--- src/design/serial_rx_duplex_pkg.sv ---
// constants for the clocked serial receive / duplex block
package serial_rx_duplex_pkg;
    // register byte offsets on the APB
    localparam logic [7:0]  CTRL_OFFSET      = 8'h00;
    localparam logic [7:0]  DATA_OFFSET      = 8'h04;
    localparam logic [7:0]  STATUS_OFFSET    = 8'h08;
    // control register field positions
    localparam int          START_POS        = 7;
    localparam int          INHIBIT_POS      = 6;
    localparam int          MODE_POS         = 4;
    localparam int          SCK_POS          = 0;
    // status register field positions
    localparam int          BUSY_POS         = 3;
    localparam int          SHIFTING_POS     = 2;
    // transfer mode codes
    localparam logic [1:0]  MODE_TX          = 2'h0;
    localparam logic [1:0]  MODE_TXRX        = 2'h2;
    localparam logic [1:0]  MODE_RX          = 2'h3;
    // clock source codes
    localparam logic [2:0]  SCK_EXTERNAL     = 3'h7;
    // reset values
    localparam logic [1:0]  MODE_RESET       = MODE_TX;
    localparam logic [2:0]  SCK_RESET        = 3'h0;
    localparam logic [7:0]  DATA_RESET       = 8'h00;
    localparam logic [7:0]  STATUS_ONES      = 8'hF3;
    // internal clock half period in ref_clk cycles for clock select 0
    localparam logic [15:0] DIV_BASE_DEFAULT = 16'h0002;
    localparam int          BYTE_BITS        = 8;
endpackage

--- src/design/serial_rx_duplex.sv ---
// 8-bit clocked serial receive and transmit/receive engine with APB registers
// Functional notes
// - receive mode shifts input bits in LSB first on the serial clock after start
// - after eight bits the byte goes to the data buffer with a buffer-full interrupt
// - internal clock receive halts the clock until software reads the buffer
// - external clock shifts on every rising edge, never waits; software must keep up
// - start cleared: finish current byte, store it, then clear busy
// - inhibit set aborts reception at once and clears busy
// - mode change loses buffer; software stops and reads before switching
// - duplex drives output on falling edge, samples input on rising edge, LSB first
// - duplex stores received byte and interrupts; software reads before writing next
// - internal clock duplex stalls until byte read and next byte written
// - at start, output keeps previous last bit until first falling edge
// - duplex start cleared: continue until byte stored, then clear busy
// - duplex inhibit aborts both directions immediately and clears busy
// - after ending with start cleared, last bit holds past last rising edge
// - status bit 3 reads busy while a transfer is in progress
// - clock source 111 uses the peer clock pin, otherwise clock generated internally
`timescale 1ns/1ps
module serial_rx_duplex #(
    parameter logic [15:0] DIV_BASE = serial_rx_duplex_pkg::DIV_BASE_DEFAULT
) (
    input  wire logic        ref_clk,
    input  wire logic        sys_rst,
    input  wire logic        psel,
    input  wire logic        penable,
    input  wire logic        pwrite,
    input  wire logic [7:0]  paddr,
    input  wire logic [31:0] pwdata,
    output logic      [31:0] prdata,
    output logic             pready,
    output logic             pslverr,
    input  wire logic        serialClockIn,
    output logic             serialClockOut,
    output logic             serialClockOe,
    input  wire logic        serialInput,
    output logic             serialOutput,
    output logic             serialBufferIrq
);
    typedef enum logic [2:0] {
        IDLE  = 3'b001,
        SHIFT = 3'b010,
        HOLD  = 3'b100
    } state_e;

    state_e      state_q, state_d;
    logic        start_q, start_d;
    logic        inhibit_q, inhibit_d;
    logic [1:0]  mode_q, mode_d;
    logic [2:0]  sckSel_q, sckSel_d;
    logic [7:0]  dataBuf_q, dataBuf_d;
    logic        bufFull_q, bufFull_d;
    logic        txLoaded_q, txLoaded_d;
    logic [7:0]  shift_q, shift_d;
    logic [2:0]  bitCnt_q, bitCnt_d;
    logic [15:0] divCnt_q, divCnt_d;
    logic        sckOut_q, sckOut_d;
    logic        sckOe_q, sckOe_d;
    logic        so_q, so_d;
    logic        irq_q, irq_d;
    logic [31:0] prdata_q, prdata_d;
    logic        pready_q, pready_d;
    logic        pslverr_q, pslverr_d;
    logic [2:0]  clkSync_q;
    logic [2:0]  dinSync_q;
    logic        clkLvl_q, clkLvl_d;
    logic        dinLvl_q, dinLvl_d;
    logic        clkPrev_q;

    logic        external;
    logic        accessEn;
    logic        wrCtrl;
    logic        wrData;
    logic        rdData;
    logic        tick;
    logic        fallEv;
    logic        riseEv;
    logic        byteDone;
    logic        ready;
    logic [15:0] halfCount;
    logic [7:0]  statusByte;

    always_comb begin
        state_d    = state_q;
        start_d    = start_q;
        inhibit_d  = inhibit_q;
        mode_d     = mode_q;
        sckSel_d   = sckSel_q;
        dataBuf_d  = dataBuf_q;
        bufFull_d  = bufFull_q;
        txLoaded_d = txLoaded_q;
        shift_d    = shift_q;
        bitCnt_d   = bitCnt_q;
        divCnt_d   = divCnt_q;
        sckOut_d   = sckOut_q;
        so_d       = so_q;
        irq_d      = 1'b0;
        prdata_d   = prdata_q;
        pslverr_d  = pslverr_q;
        pready_d   = psel && !penable;
        external   = (sckSel_q == serial_rx_duplex_pkg::SCK_EXTERNAL);
        sckOe_d    = !external;
        // a level change counts once the second and third stages agree
        clkLvl_d   = (clkSync_q[1] == clkSync_q[2]) ? clkSync_q[1] : clkLvl_q;
        dinLvl_d   = (dinSync_q[1] == dinSync_q[2]) ? dinSync_q[1] : dinLvl_q;
        accessEn   = psel && penable && pready_q;
        wrCtrl     = accessEn && pwrite && (paddr == serial_rx_duplex_pkg::CTRL_OFFSET);
        wrData     = accessEn && pwrite && (paddr == serial_rx_duplex_pkg::DATA_OFFSET);
        rdData     = accessEn && !pwrite && (paddr == serial_rx_duplex_pkg::DATA_OFFSET);
        halfCount  = DIV_BASE << sckSel_q;
        tick       = 1'b0;

        // serial clock: internal divider or detected peer edges
        if (state_q == SHIFT && !external) begin
            if (divCnt_q >= halfCount - 16'h0001) begin
                divCnt_d = 16'h0000;
                tick     = 1'b1;
                sckOut_d = !sckOut_q;
            end else begin
                divCnt_d = divCnt_q + 16'h0001;
            end
        end
        if (external) begin
            fallEv = (state_q == SHIFT) && clkPrev_q && !clkLvl_q;
            riseEv = (state_q == SHIFT) && !clkPrev_q && clkLvl_q;
        end else begin
            fallEv = tick && sckOut_q;
            riseEv = tick && !sckOut_q;
        end
        byteDone = riseEv && (bitCnt_q == 3'(serial_rx_duplex_pkg::BYTE_BITS - 1));

        // software side effects first so hardware sets win in the same cycle
        if (rdData) begin
            bufFull_d = 1'b0;
        end
        if (wrData) begin
            dataBuf_d = pwdata[7:0];
        end

        // output changes only on a falling edge; last bit holds otherwise
        if (fallEv && mode_q != serial_rx_duplex_pkg::MODE_RX) begin
            if (bitCnt_q == 3'h0) begin
                shift_d    = dataBuf_q;
                so_d       = dataBuf_q[0];
                txLoaded_d = 1'b0;
                irq_d      = (mode_q == serial_rx_duplex_pkg::MODE_TX);
            end else begin
                so_d = shift_q[0];
            end
        end
        if (riseEv) begin
            shift_d  = {dinLvl_q, shift_q[7:1]};
            bitCnt_d = bitCnt_q + 3'h1;
        end
        if (byteDone) begin
            if (mode_q != serial_rx_duplex_pkg::MODE_TX) begin
                dataBuf_d = {dinLvl_q, shift_q[7:1]};
                bufFull_d = 1'b1;
                irq_d     = 1'b1;
            end
            if (!start_q) begin
                state_d = IDLE;
            end else if (!external) begin
                state_d = HOLD;
            end
            // external clock keeps shifting without a pause
        end

        // leave the wait once software has serviced the buffer
        case (mode_q)
            serial_rx_duplex_pkg::MODE_RX:   ready = !bufFull_q;
            serial_rx_duplex_pkg::MODE_TXRX: ready = !bufFull_q && txLoaded_q;
            default:                         ready = txLoaded_q;
        endcase
        if (state_q == HOLD) begin
            if (!start_q) begin
                state_d = IDLE;
            end else if (ready) begin
                state_d  = SHIFT;
                divCnt_d = 16'h0000;
            end
        end

        if (wrData) begin
            txLoaded_d = 1'b1;
        end

        if (wrCtrl) begin
            start_d   = pwdata[serial_rx_duplex_pkg::START_POS];
            inhibit_d = pwdata[serial_rx_duplex_pkg::INHIBIT_POS];
            mode_d    = pwdata[serial_rx_duplex_pkg::MODE_POS +: 2];
            sckSel_d  = pwdata[serial_rx_duplex_pkg::SCK_POS +: 3];
            if (mode_d != mode_q) begin
                dataBuf_d  = serial_rx_duplex_pkg::DATA_RESET;
                bufFull_d  = 1'b0;
                txLoaded_d = 1'b0;
            end
            if (inhibit_d) begin
                state_d  = IDLE;
                start_d  = 1'b0;
                bitCnt_d = 3'h0;
                divCnt_d = 16'h0000;
                sckOut_d = 1'b1;
                irq_d    = 1'b0;
            end else if (start_d && state_q == IDLE) begin
                state_d  = SHIFT;
                bitCnt_d = 3'h0;
                divCnt_d = 16'h0000;
                sckOut_d = 1'b1;
            end
        end

        statusByte = serial_rx_duplex_pkg::STATUS_ONES;
        statusByte[serial_rx_duplex_pkg::BUSY_POS]     = (state_q != IDLE);
        statusByte[serial_rx_duplex_pkg::SHIFTING_POS] = (state_q == SHIFT);
        if (psel && !penable) begin
            pslverr_d = 1'b0;
            unique case (paddr)
                serial_rx_duplex_pkg::CTRL_OFFSET:
                    prdata_d = {24'h00_0000, start_q, inhibit_q, mode_q, 1'b0, sckSel_q};
                serial_rx_duplex_pkg::DATA_OFFSET:
                    prdata_d = {24'h00_0000, dataBuf_q};
                serial_rx_duplex_pkg::STATUS_OFFSET:
                    prdata_d = {24'h00_0000, statusByte};
                default: begin
                    prdata_d  = 32'h0000_0000;
                    pslverr_d = 1'b1;
                end
            endcase
        end
    end

    always_ff @(posedge ref_clk) begin
        clkSync_q <= {clkSync_q[1:0], serialClockIn};
        dinSync_q <= {dinSync_q[1:0], serialInput};
        if (sys_rst) begin
            state_q    <= IDLE;
            start_q    <= 1'b0;
            inhibit_q  <= 1'b0;
            mode_q     <= serial_rx_duplex_pkg::MODE_RESET;
            sckSel_q   <= serial_rx_duplex_pkg::SCK_RESET;
            dataBuf_q  <= serial_rx_duplex_pkg::DATA_RESET;
            bufFull_q  <= 1'b0;
            txLoaded_q <= 1'b0;
            shift_q    <= 8'h00;
            bitCnt_q   <= 3'h0;
            divCnt_q   <= 16'h0000;
            sckOut_q   <= 1'b1;
            sckOe_q    <= 1'b1;
            so_q       <= 1'b1;
            irq_q      <= 1'b0;
            prdata_q   <= 32'h0000_0000;
            pready_q   <= 1'b0;
            pslverr_q  <= 1'b0;
            clkLvl_q   <= 1'b1;
            dinLvl_q   <= 1'b0;
            clkPrev_q  <= 1'b1;
        end else begin
            state_q    <= state_d;
            start_q    <= start_d;
            inhibit_q  <= inhibit_d;
            mode_q     <= mode_d;
            sckSel_q   <= sckSel_d;
            dataBuf_q  <= dataBuf_d;
            bufFull_q  <= bufFull_d;
            txLoaded_q <= txLoaded_d;
            shift_q    <= shift_d;
            bitCnt_q   <= bitCnt_d;
            divCnt_q   <= divCnt_d;
            sckOut_q   <= sckOut_d;
            sckOe_q    <= sckOe_d;
            so_q       <= so_d;
            irq_q      <= irq_d;
            prdata_q   <= prdata_d;
            pready_q   <= pready_d;
            pslverr_q  <= pslverr_d;
            clkLvl_q   <= clkLvl_d;
            dinLvl_q   <= dinLvl_d;
            clkPrev_q  <= clkLvl_q;
        end
    end

    assign prdata          = prdata_q;
    assign pready          = pready_q;
    assign pslverr         = pslverr_q;
    assign serialClockOut  = sckOut_q;
    assign serialClockOe   = sckOe_q;
    assign serialOutput    = so_q;
    assign serialBufferIrq = irq_q;

    a_lsb_first: assert property (@(posedge ref_clk) disable iff (sys_rst)
        riseEv |=> shift_q == {$past(dinLvl_q), $past(shift_q[7:1])})
        else $error("received bit not shifted in at the top");
    a_byte_store: assert property (@(posedge ref_clk) disable iff (sys_rst)
        (byteDone && mode_q != serial_rx_duplex_pkg::MODE_TX && !wrCtrl) |=> bufFull_q && serialBufferIrq)
        else $error("completed byte not stored with interrupt");
    a_wait_stall: assert property (@(posedge ref_clk) disable iff (sys_rst)
        (state_q == HOLD) |-> (serialClockOut && !riseEv && !fallEv))
        else $error("serial clock moved during wait");
    a_ext_nowait: assert property (@(posedge ref_clk) disable iff (sys_rst)
        (external && state_q == SHIFT && !wrCtrl) |=> state_q != HOLD)
        else $error("external clock entered a wait");
    a_stop_end: assert property (@(posedge ref_clk) disable iff (sys_rst)
        (byteDone && !start_q) |=> state_q == IDLE &&
            (bufFull_q || $past(wrCtrl) || mode_q == serial_rx_duplex_pkg::MODE_TX))
        else $error("transfer did not end after start cleared");
    a_inhibit_abort: assert property (@(posedge ref_clk) disable iff (sys_rst)
        (wrCtrl && pwdata[serial_rx_duplex_pkg::INHIBIT_POS]) |=> state_q == IDLE && !serialBufferIrq)
        else $error("inhibit did not abort at once");
    a_mode_clear: assert property (@(posedge ref_clk) disable iff (sys_rst)
        (wrCtrl && pwdata[serial_rx_duplex_pkg::MODE_POS +: 2] != mode_q) |=> !bufFull_q)
        else $error("buffer kept across mode change");
    a_out_hold: assert property (@(posedge ref_clk) disable iff (sys_rst)
        !fallEv |=> $stable(serialOutput))
        else $error("serial output changed off a falling edge");
    a_irq_pulse: assert property (@(posedge ref_clk) disable iff (sys_rst)
        serialBufferIrq |=> !serialBufferIrq)
        else $error("interrupt longer than one cycle");
    a_clock_source: assert property (@(posedge ref_clk) disable iff (sys_rst)
        ##1 (serialClockOe == !$past(external)))
        else $error("clock pin enable disagrees with source select");
endmodule

--- config.mk ---
export PLATFORM = sky130hd
export DESIGN_NAME = serial_rx_duplex
export DESIGN_NICKNAME = d
export VERILOG_FILES = /design/src/design/serial_rx_duplex_pkg.sv /design/src/design/serial_rx_duplex.sv
export SDC_FILE = /design/constraint.sdc
export NUM_CORES = 1
export LEC_CHECK = 0
export CORE_MARGIN = 4
export CORE_UTILIZATION = 68
export DETAILED_ROUTE_END_ITERATION = 8
export DONT_BUFFER_PORTS = 1
export PLACE_DENSITY = 0.94
export SLEW_MARGIN = 20
export SYNTH_ARGS = -nofsm -noshare
export SYNTH_HDL_FRONTEND = slang
export SYNTH_SLANG_ARGS = --single-unit
--- constraint.sdc ---
create_clock -name ref_clk -period 4.3 [get_ports ref_clk]
set_input_delay 0.86 -clock ref_clk [delete_from_list [all_inputs] [get_ports ref_clk]]
set_output_delay 0.86 -clock ref_clk [all_outputs]
set_load 0.01 [all_outputs]
==> reports/summary.txt, run 1 <==
Min-Delay Path Class - flip-flop to flip-flop
DR pass1 iterations - 5
Top-area cell type share of the netlist area - 38.3%
CP endpoint kind - flip-flop
Die height - 81.4 um
Num CTS Buffers - 9
Largest net degree at the start of global routing - 23
Register area - 1400 sq um
Die ar. - 6620 sq um
Slew @ Worst Pin - 0.768 ns
Max-slew violation count - 0
Worst clock skew - 0.00838 ns
CTS Buffer Depth - 2
Max-cap viol count - 0
Critical Path AT - 3.24 ns
Post-DRT Antenna Nets - 0
Power after layout - 1.17 mW
Worst flop-to-flop path startpoint - sckSel_q[2]
GRT Overall Usage - 24.5%
Synth top area cells - dfxtp_1, ha_1, nand2_1
Area Growth Syn to Fin - 2.09%
Antenna diode count - 0
Clock Pin Slew Worst Setup and Hold Paths - 0.08 ns
Core Region - 5170 sq um
Synth Flop Type - dfxtp_1
Num rows - 26
# fillers - 380
CTS tree - built
Layout cells sized above 1 - 7.57%
Crit Path Max Fanout - 18
Post-synthesis cell area - 3660 sq um
Detailed placement HPWL - 5590 um
DR iter-0 viols - 147
Status - completed
Die Span X - 81.4 um
Mapped Cells - 432
Unique masters post-synth - 52
Commonest non-fill, non-tap cells in the layout - dfxtp_1, nand2_1, nor2_1, a21oi_1, conb_1
Sum of negative setup slack - 0 ns
Syn Area/Cell - 8.47 sq um
CTS Hold Buffers Added - 0
Max_slew headroom - 48.6%
Total wire length - 7630 um
Clk sinks - 70
RSZ-0062 raised after global routing - false
Final #Nets - 497
Area of the multi-input gates - 2030 sq um
Number of warnings issued by yosys - 0
Final setup violation count - 0
Commonest non-fill, non-tap cell in the layout - dfxtp_1
Leak pwr - 1.49 nW
Post-synthesis async set-or-reset flop share - 0%
Final hold vios - 0
Number of global-route vias before repair - 2829
Total grt overflow - 0
Top-level port count - 85
IO buf count - 0
Post_cts resized - 0
Vias per inst - 5.69
Req. time, crit path - 4.50 ns
Drt wl/cell - 15.1 um
Hold Startpoint - clkSync_q[0]
Sequential fraction of the synthesis area - 38.3%
Initial antenna violation count - 0
Power Dens Cells - 313 nW/um^2
Worst VDD drop - 0.312 mV
CP Launch Point - sckSel_q[2]
Post-synth EDFFs - 0
Final critical-path share of the clock period - 70.8%
# H-tree levels - 3
Setup Buffers After CTS - 0
Effective utilization at floorplan - 70.8%
Setup CP Type - flip-flop to flip-flop
Fmax - 329 MHz
Flip-flop and latch count after synthesis - 70
Clk root buf - clkbuf_8
Yosys top cell by area - dfxtp_1
Minimum clock period - 3.04 ns
Via count - 2878
Clk Latency, worst-skew pair - 0.35 ns
Routability congestion estimate - 0.931
Critical path startpoint category - flip-flop
DRC Markers - 0
Global-route wire length before repair - 12400 um
path summary, 6_finish.rpt:
check                       to  slack (ns)  cells after the start
hold / removal    clkSync_q[1]        0.32                      0
setup reg to reg  dataBuf_q[6]        1.26                      9
setup / recovery  dataBuf_q[6]        1.26                      9
hold reg to reg   clkSync_q[1]        0.32                      0
metal layers:
layer  routed length [um]  track usage (%)  up-vias
met1                 3010             27.6     1356
met4                  179             12.5        0
met5                    0                0        -
li1                     -                -     1418
met3                  506             8.20       23
met2                 3940             41.1       81
where the power goes:
part	internal, mW	switching, mW
clock	0.225	0.248
combinational	0.0102	0.0305
sequential	0.654	0.00373
total	0.889	0.282
cells by family (layout without fill, tap and decap cells):
group                    count (synthesis)  in the layout  synth area share (%)
AND/OR/NAND/NOR                        167            167                  21.8
AO/OA/AOI/OAI                           83             83                  14.0
buffers and inverters                   53             27                  9.44
XOR/XNOR                                18             18                  4.31
adder cells (fa/ha/maj)                 19             19                  6.50
multiplexers                            20             20                  5.47
other                                    2             32                 0.205
flip-flops                              70             70                  38.3
critical path: stages (launching register included):
cell	delay (ns)
dfxtp_1	0.53
nand3_2	0.21
ha_1	0.37
nand2_1	0.05
o21ai_0	0.23
a22oi_1	0.21
a211oi_4	0.49
o211ai_2	0.45
nor2_1	0.24
a211oi_1	0.08
through the flow:
step	utilization [%]	cells	setup slack (ns)	hold slack (ns)	instance area, sq um
floorplan	-	462	1.57	0.310	3770
global placement	68.8	490	1.33	0.312	3560
detailed placement	68.8	490	1.28	0.315	3560
CTS	72.2	506	1.32	0.327	3740
global route	72.2	506	1.05	0.342	3740
finish	72.2	506	1.26	0.322	3740
state kept, by name, summed over array words and instances, names as in the netlist, 3 cells and up:
signal / count
bitCnt_q: 3
sckSel_q: 3
clkSync_q: 3
divCnt_q: 16
dinSync_q: 3
dataBuf_q: 8
prdata: 8
state_q: 3
shift_q: 8
cell type report:
class	instances	share of cell area, %
Timing Repair Buffer	1	0.201
Inverter	10	1.00
Clock inverter	5	0.938
Sequential cell	70	37.5
Multi-Input combinational cell	339	54.2
Clock buffer	11	3.78
Tap cell	70	2.34
cell usage after synthesis, types with 2 or more instances:
cell type and count:
conb_1 2, buf_6 4, buf_4 26, a21oi_1 32, clkbuf_1 9, nor2b_1 3
nor2_1 48, and3_1 5, nor3_1 5, and2_1 4, mux2i_1 20, or2_2 2
nand4_1 3, xnor2_1 8, nor3b_1 3, dfxtp_1 70, o21ai_2 2, o21ai_0 24
nand3_2 2, nand2b_1 4, nand3_1 13, nand2_1 62, inv_1 10, ha_1 19
buf_2 2, a211oi_1 11, o211ai_1 2, or3_1 2, nor4_1 3, xor2_1 10
Note: power is estimated with default switching activity, not from simulation.
==> run 2, diff against run 1 <==
Settings changed: CORE_UTILIZATION 68 to 63, PLACE_DENSITY 0.94 to 0.89.
Clock period 4.3 ns to 3.1 ns, I/O delays scaled along.
==> run 2 against run 1 <==
Hold slack got worse by 0.022 ns. First-iteration DRC count rose by 9.5%. Setup slack got worse by 0.97 ns. Sequential power rose by 39%.
==> reports/summary.txt, run 2 (synthesized netlist as in run 1, its figures left out) <==
Status - completed
Initial antenna violation count - 0
CP Launch Point - sckSel_q[2]
Core Region - 5570 sq um
Max-cap viol count - 0
Critical path startpoint category - flip-flop
Setup CP Type - flip-flop to flip-flop
RSZ-0062 raised after global routing - false
Top-level port count - 85
Num CTS Buffers - 9
Clk Latency, worst-skew pair - 0.34 ns
Post_cts resized - 0
Fmax - 356 MHz
Critical Path AT - 3.04 ns
Total grt overflow - 0
Area Growth Syn to Fin - 3.79%
Endpoint, Worst Hold - dinSync_q[0]
CTS tree - built
Req. time, crit path - 3.32 ns
Max_slew headroom - 49.3%
Total wire length - 7450 um
Detailed placement HPWL - 5640 um
Post-DRT Antenna Nets - 0
DRC Markers - 0
Hold Worst Slack - 0.300 ns
Non-filler cells, final - 510
Layout cells sized above 1 - 8.22%
Setup Buffers After CTS - 0
IO buf count - 0
FF-to-FF path depth - 10
DR iter-0 viols - 161
Largest net degree at the start of global routing - 23
Leak pwr - 1.52 nW
GRT Overall Usage - 22.0%
Worst reg2reg path endpoint - shift_q[1]
Clk root buf - clkbuf_8
Post-route cell area - 3800 sq um
Min-Delay Path Class - input pin to flip-flop
DR pass1 iterations - 4
Worst clock skew - 0.00627 ns
Clk sinks - 70
# fillers - 447
Placement Cell Area - 3580 sq um
Commonest non-fill, non-tap cells in the layout - dfxtp_1, nand2_1, nor2_1, a21oi_1, conb_1
Reg2Reg Setup Slack - 0.29 ns
Largest reg by FF count - divCnt_q
CP endpoint kind - flip-flop
Crit Path Max Fanout - 10
Routability congestion estimate - 0.911
Effective utilization at floorplan - 65.7%
Die ar. - 7090 sq um
Final setup violation count - 0
Minimum clock period - 2.81 ns
Final #Nets - 499
Commonest non-fill, non-tap cell in the layout - dfxtp_1
Power Dens Cells - 470 nW/um^2
Final hold vios - 0
CTS Hold Buffers Added - 0
Worst VDD drop - 0.529 mV
Vias per inst - 5.65
Max reg flops - 16
Slew @ Worst Pin - 0.759 ns
Antenna diode count - 0
Placed cell count - 494
Hold Startpoint - serialInput
Die height - 84.2 um
Die Span X - 84.2 um
# H-tree levels - 3
Sum of negative setup slack - 0 ns
Clock Pin Slew Worst Setup and Hold Paths - 0.08 ns
Final critical-path share of the clock period - 90.7%
Via count - 2881
Drt wl/cell - 14.6 um
Num rows - 27
Worst flop-to-flop path startpoint - sckSel_q[2]
Max-slew violation count - 0
Number of global-route vias before repair - 2756
Global-route wire length before repair - 12900 um
CTS Buffer Depth - 2
Hold path depth - 0
run 2: where the power goes:
part	internal, mW	switching (mW)	total (mW)	leakage [nW]
Combinational	0.0142	0.0404	0.0546	0.845
Clock	0.455	0.363	0.818	0.106
Sequential	0.906	0.00558	0.912	0.567
Total	1.38	0.409	1.78	1.52
run 2: critical path, cell delays in order (launching register included):
cell and delay, ns:
dfxtp_1 0.52, nand3_2 0.21, ha_1 0.37, a21oi_1 0.14, o21ai_0 0.13, a22oi_1 0.41, a211oi_1 0.18, o211ai_1 0.19
buf_4 0.24, mux2i_1 0.21, o21ai_0 0.10
run 2: area by class of cell:
cell class | instances | area (sq um) | share of cell area [%]
flip-flops and latches | 70 | 1400 | 36.9
inverters | 10 | 37.5 | 0.988
clock inverters | 7 | 97.6 | 2.57
clock buffers | 9 | 124 | 3.26
well taps | 72 | 90.1 | 2.37
repair buffers | 3 | 22.5 | 0.593
multi-input cells | 339 | 2030 | 53.3
run 2: worst max path at each step:
stage          cells past startpoint            to  slack, ns
2_1_floorplan                      9  divCnt_q[13]       0.61
3_3_place_gp                       6  dataBuf_q[7]       0.46
3_5_place_dp                      10    shift_q[7]       0.37
4_1_cts                           10    shift_q[1]       0.32
5_1_grt                           10    shift_q[1]       0.09
6_report                          10    shift_q[1]       0.29
run 2: through the flow:
step	util, %	power [mW]	worst slack [ns]
after global placement	64.2	0.984	0.463
after CTS	68.1	1.79	0.317
after global routing	68.1	1.84	0.0922
after detailed placement	64.2	0.986	0.373
final	68.1	1.78	0.287
after floorplan	-	1.01	0.612
run 2: per-layer routing:
metal,routed length (um),global-route usage [%],vias up
met4,145,7.89,0
met3,453,5.40,16
met2,3750,38.5,87
li1,-,-,1422
met1,3090,26.0,1356
met5,0,0,-
==> run 3, diff against run 2 <==
Settings changed: CORE_ASPECT_RATIO from default to 1.5, CORE_UTILIZATION 63 to 57, PLACE_DENSITY 0.89 to 0.85.
Clock period 3.1 ns to 2.5 ns, I/O delays scaled along.
==> run 3 against run 2 <==
Clock skew is 0.0060 ns higher. First-iteration DRC count is 15% lower. Non-clock buffer count is 15 higher. Global-route usage is 0.47 points lower. Via count is 3.9% higher. Clock power is 27% higher. Highest routed layer unchanged. Count of clock-buffer cells in the layout is 1 higher. Die area is 9.9% higher.
==> reports/summary.txt, run 3 (synthesized netlist as in run 1, its figures left out) <==
Status - completed
Post-route cell area - 4100 sq um
Clk Latency, worst-skew pair - 0.36 ns
Slew @ Worst Pin - 0.609 ns
Power Dens Cells - 547 nW/um^2
Seq pwr share - 50.3%
RSZ-0062 raised after global routing - true
CTS tree - built
Hold path depth - 0
Total grt overflow - 0
Critical path startpoint category - flip-flop
Clk root buf - clkbuf_8
Post-DRT Antenna Nets - 0
Routability congestion estimate - 0.895
Drt wl/cell - 16.0 um
Max-slew violation count - 0
IO buf count - 0
Min-Delay Path Class - input pin to flip-flop
Number of global-route vias before repair - 2972
Core Region - 6170 sq um
Sw frac - 22.7%
Worst reg2reg path endpoint - dataBuf_q[4]
Post-Place Worst Slack - 0.0359 ns
Crit Path Max Fanout - 6
Final critical-path share of the clock period - 99.4%
Hold Worst Slack - 0.172 ns
Critical Path AT - 2.76 ns
Logic gate share of total power - 3.3%
DR pass1 iterations - 5
Max_slew headroom - 59.4%
Clock Pin Slew Worst Setup and Hold Paths - 0.08 ns
Area Growth Syn to Fin - 12.0%
Antenna diode count - 0
GRT Overall Usage - 21.5%
DR iter-0 viols - 137
Num CTS Buffers - 9
Largest reg by FF count - divCnt_q
FF-to-FF path depth - 10
Detailed placement HPWL - 5920 um
Global-route wire length before repair - 13200 um
CP endpoint kind - flip-flop
Die Span X - 73.4 um
CTS Buffer Depth - 2
Die ar. - 7790 sq um
Endpoint, Worst Hold - dinSync_q[0]
Clk sinks - 70
Top-level port count - 85
Total wire length - 8410 um
Internal power - 1.74 mW
Final hold vios - 0
Effective utilization at floorplan - 59.3%
Final setup violation count - 0
Commonest non-fill, non-tap cells in the layout - dfxtp_1, nand2_1, nor2_1, a21oi_1, conb_1
DRC Markers - 0
Leak pwr - 1.62 nW
Worst flop-to-flop path startpoint - sckSel_q[2]
Minimum clock period - 2.49 ns
Via count - 2994
Switching power - 0.509 mW
Worst VDD drop - 0.407 mV
Commonest non-fill, non-tap cell in the layout - dfxtp_1
Hold Startpoint - serialInput
Die height - 106 um
Worst clock skew - 0.0123 ns
Reg2Reg Setup Slack - 0.01 ns
Max-cap viol count - 0
# H-tree levels - 3
Max reg flops - 16
Final #Nets - 514
Largest net degree at the start of global routing - 23
Setup ws final - 0.0139 ns
Req. time, crit path - 2.77 ns
Layout cells sized above 1 - 17.4%
Setup CP Type - flip-flop to flip-flop
Fmax - 402 MHz
Clock power frac - 46.5%
Vias per inst - 5.68
Placement Cell Area - 3660 sq um
Num rows - 35
Initial antenna violation count - 0
## run 3: cell count changes in the layout (fill, tap and decap cells not counted), moves of 6 or more
cell,previous run,this run
o21ai_1,0,7
a211oi_2,0,6
a211oi_1,11,5
nor2_1,48,40
nor2_4,0,6
o21ai_0,24,16
buf_4,3,15
## run 3: power groups by stage
stage	Combinational [mW]	Sequential [mW]	Clock [mW]
finish	0.0735	1.13	1.04
CTS	0.0690	1.13	1.05
detailed placement	0.0683	1.16	0
global placement	0.0666	1.16	0
floorplan	0.0951	1.15	0
global route	0.0835	1.13	1.11
## run 3: layout make-up
class / count / area [sq um]
clock buffers: 10 / 138
clock inverters: 6 / 93.8
fillers: 450 / 2070
inverters: 10 / 37.5
multi-input cells: 339 / 2180
flip-flops and latches: 70 / 1410
well taps: 74 / 92.6
repair buffers: 18 / 146
## run 3: worst max-delay path by stage
stage                     start            to  cells past startpoint
floorplan              paddr[5]  divCnt_q[13]                      9
global placement    sckSel_q[2]    shift_q[4]                     11
detailed placement  sckSel_q[2]  dataBuf_q[3]                     10
CTS                 sckSel_q[0]  dataBuf_q[4]                     10
global route        sckSel_q[2]  dataBuf_q[5]                     11
finish              sckSel_q[2]  dataBuf_q[4]                     10
## run 3: per-stage QoR
step	std cells	utilization (%)	TNS, ns	power [mW]
6_report	527	66.4	0	2.24
5_1_grt	527	66.4	-1.14	2.32
4_1_cts	523	63.1	0	2.25
2_1_floorplan	462	-	0	1.25
3_3_place_gp	507	59.3	0	1.22
3_5_place_dp	507	59.3	0	1.23
## run 3: worst max-delay path: stages, from the launching register on
cell,delay (ns)
dfxtp_4,0.40
nand3_4,0.09
ha_4,0.28
nand4_1,0.11
nor4_2,0.32
a22oi_2,0.12
buf_4,0.17
a211oi_4,0.31
o211ai_2,0.22
buf_6,0.19
a211oi_2,0.20
## run 3: routing by layer
metal | up-vias | part of all wire (%) | wire (um) | GRT usage, %
met3 | 37 | 6.0 | 503 | 7.00
met2 | 92 | 54 | 4550 | 37.5
li1 | 1454 | - | - | -
met1 | 1411 | 35 | 2980 | 21.5
met5 | - | 0 | 0 | 0
met4 | 0 | 4.5 | 376 | 12.6
## run 3: what timing repair did
action,4_1_cts,5_1_grt
gates cloned,0,1
hold buffers,0,0
pin swaps,0,12
resized for setup,1,51
setup endpoints to repair,2,40
buffers inserted,0,4
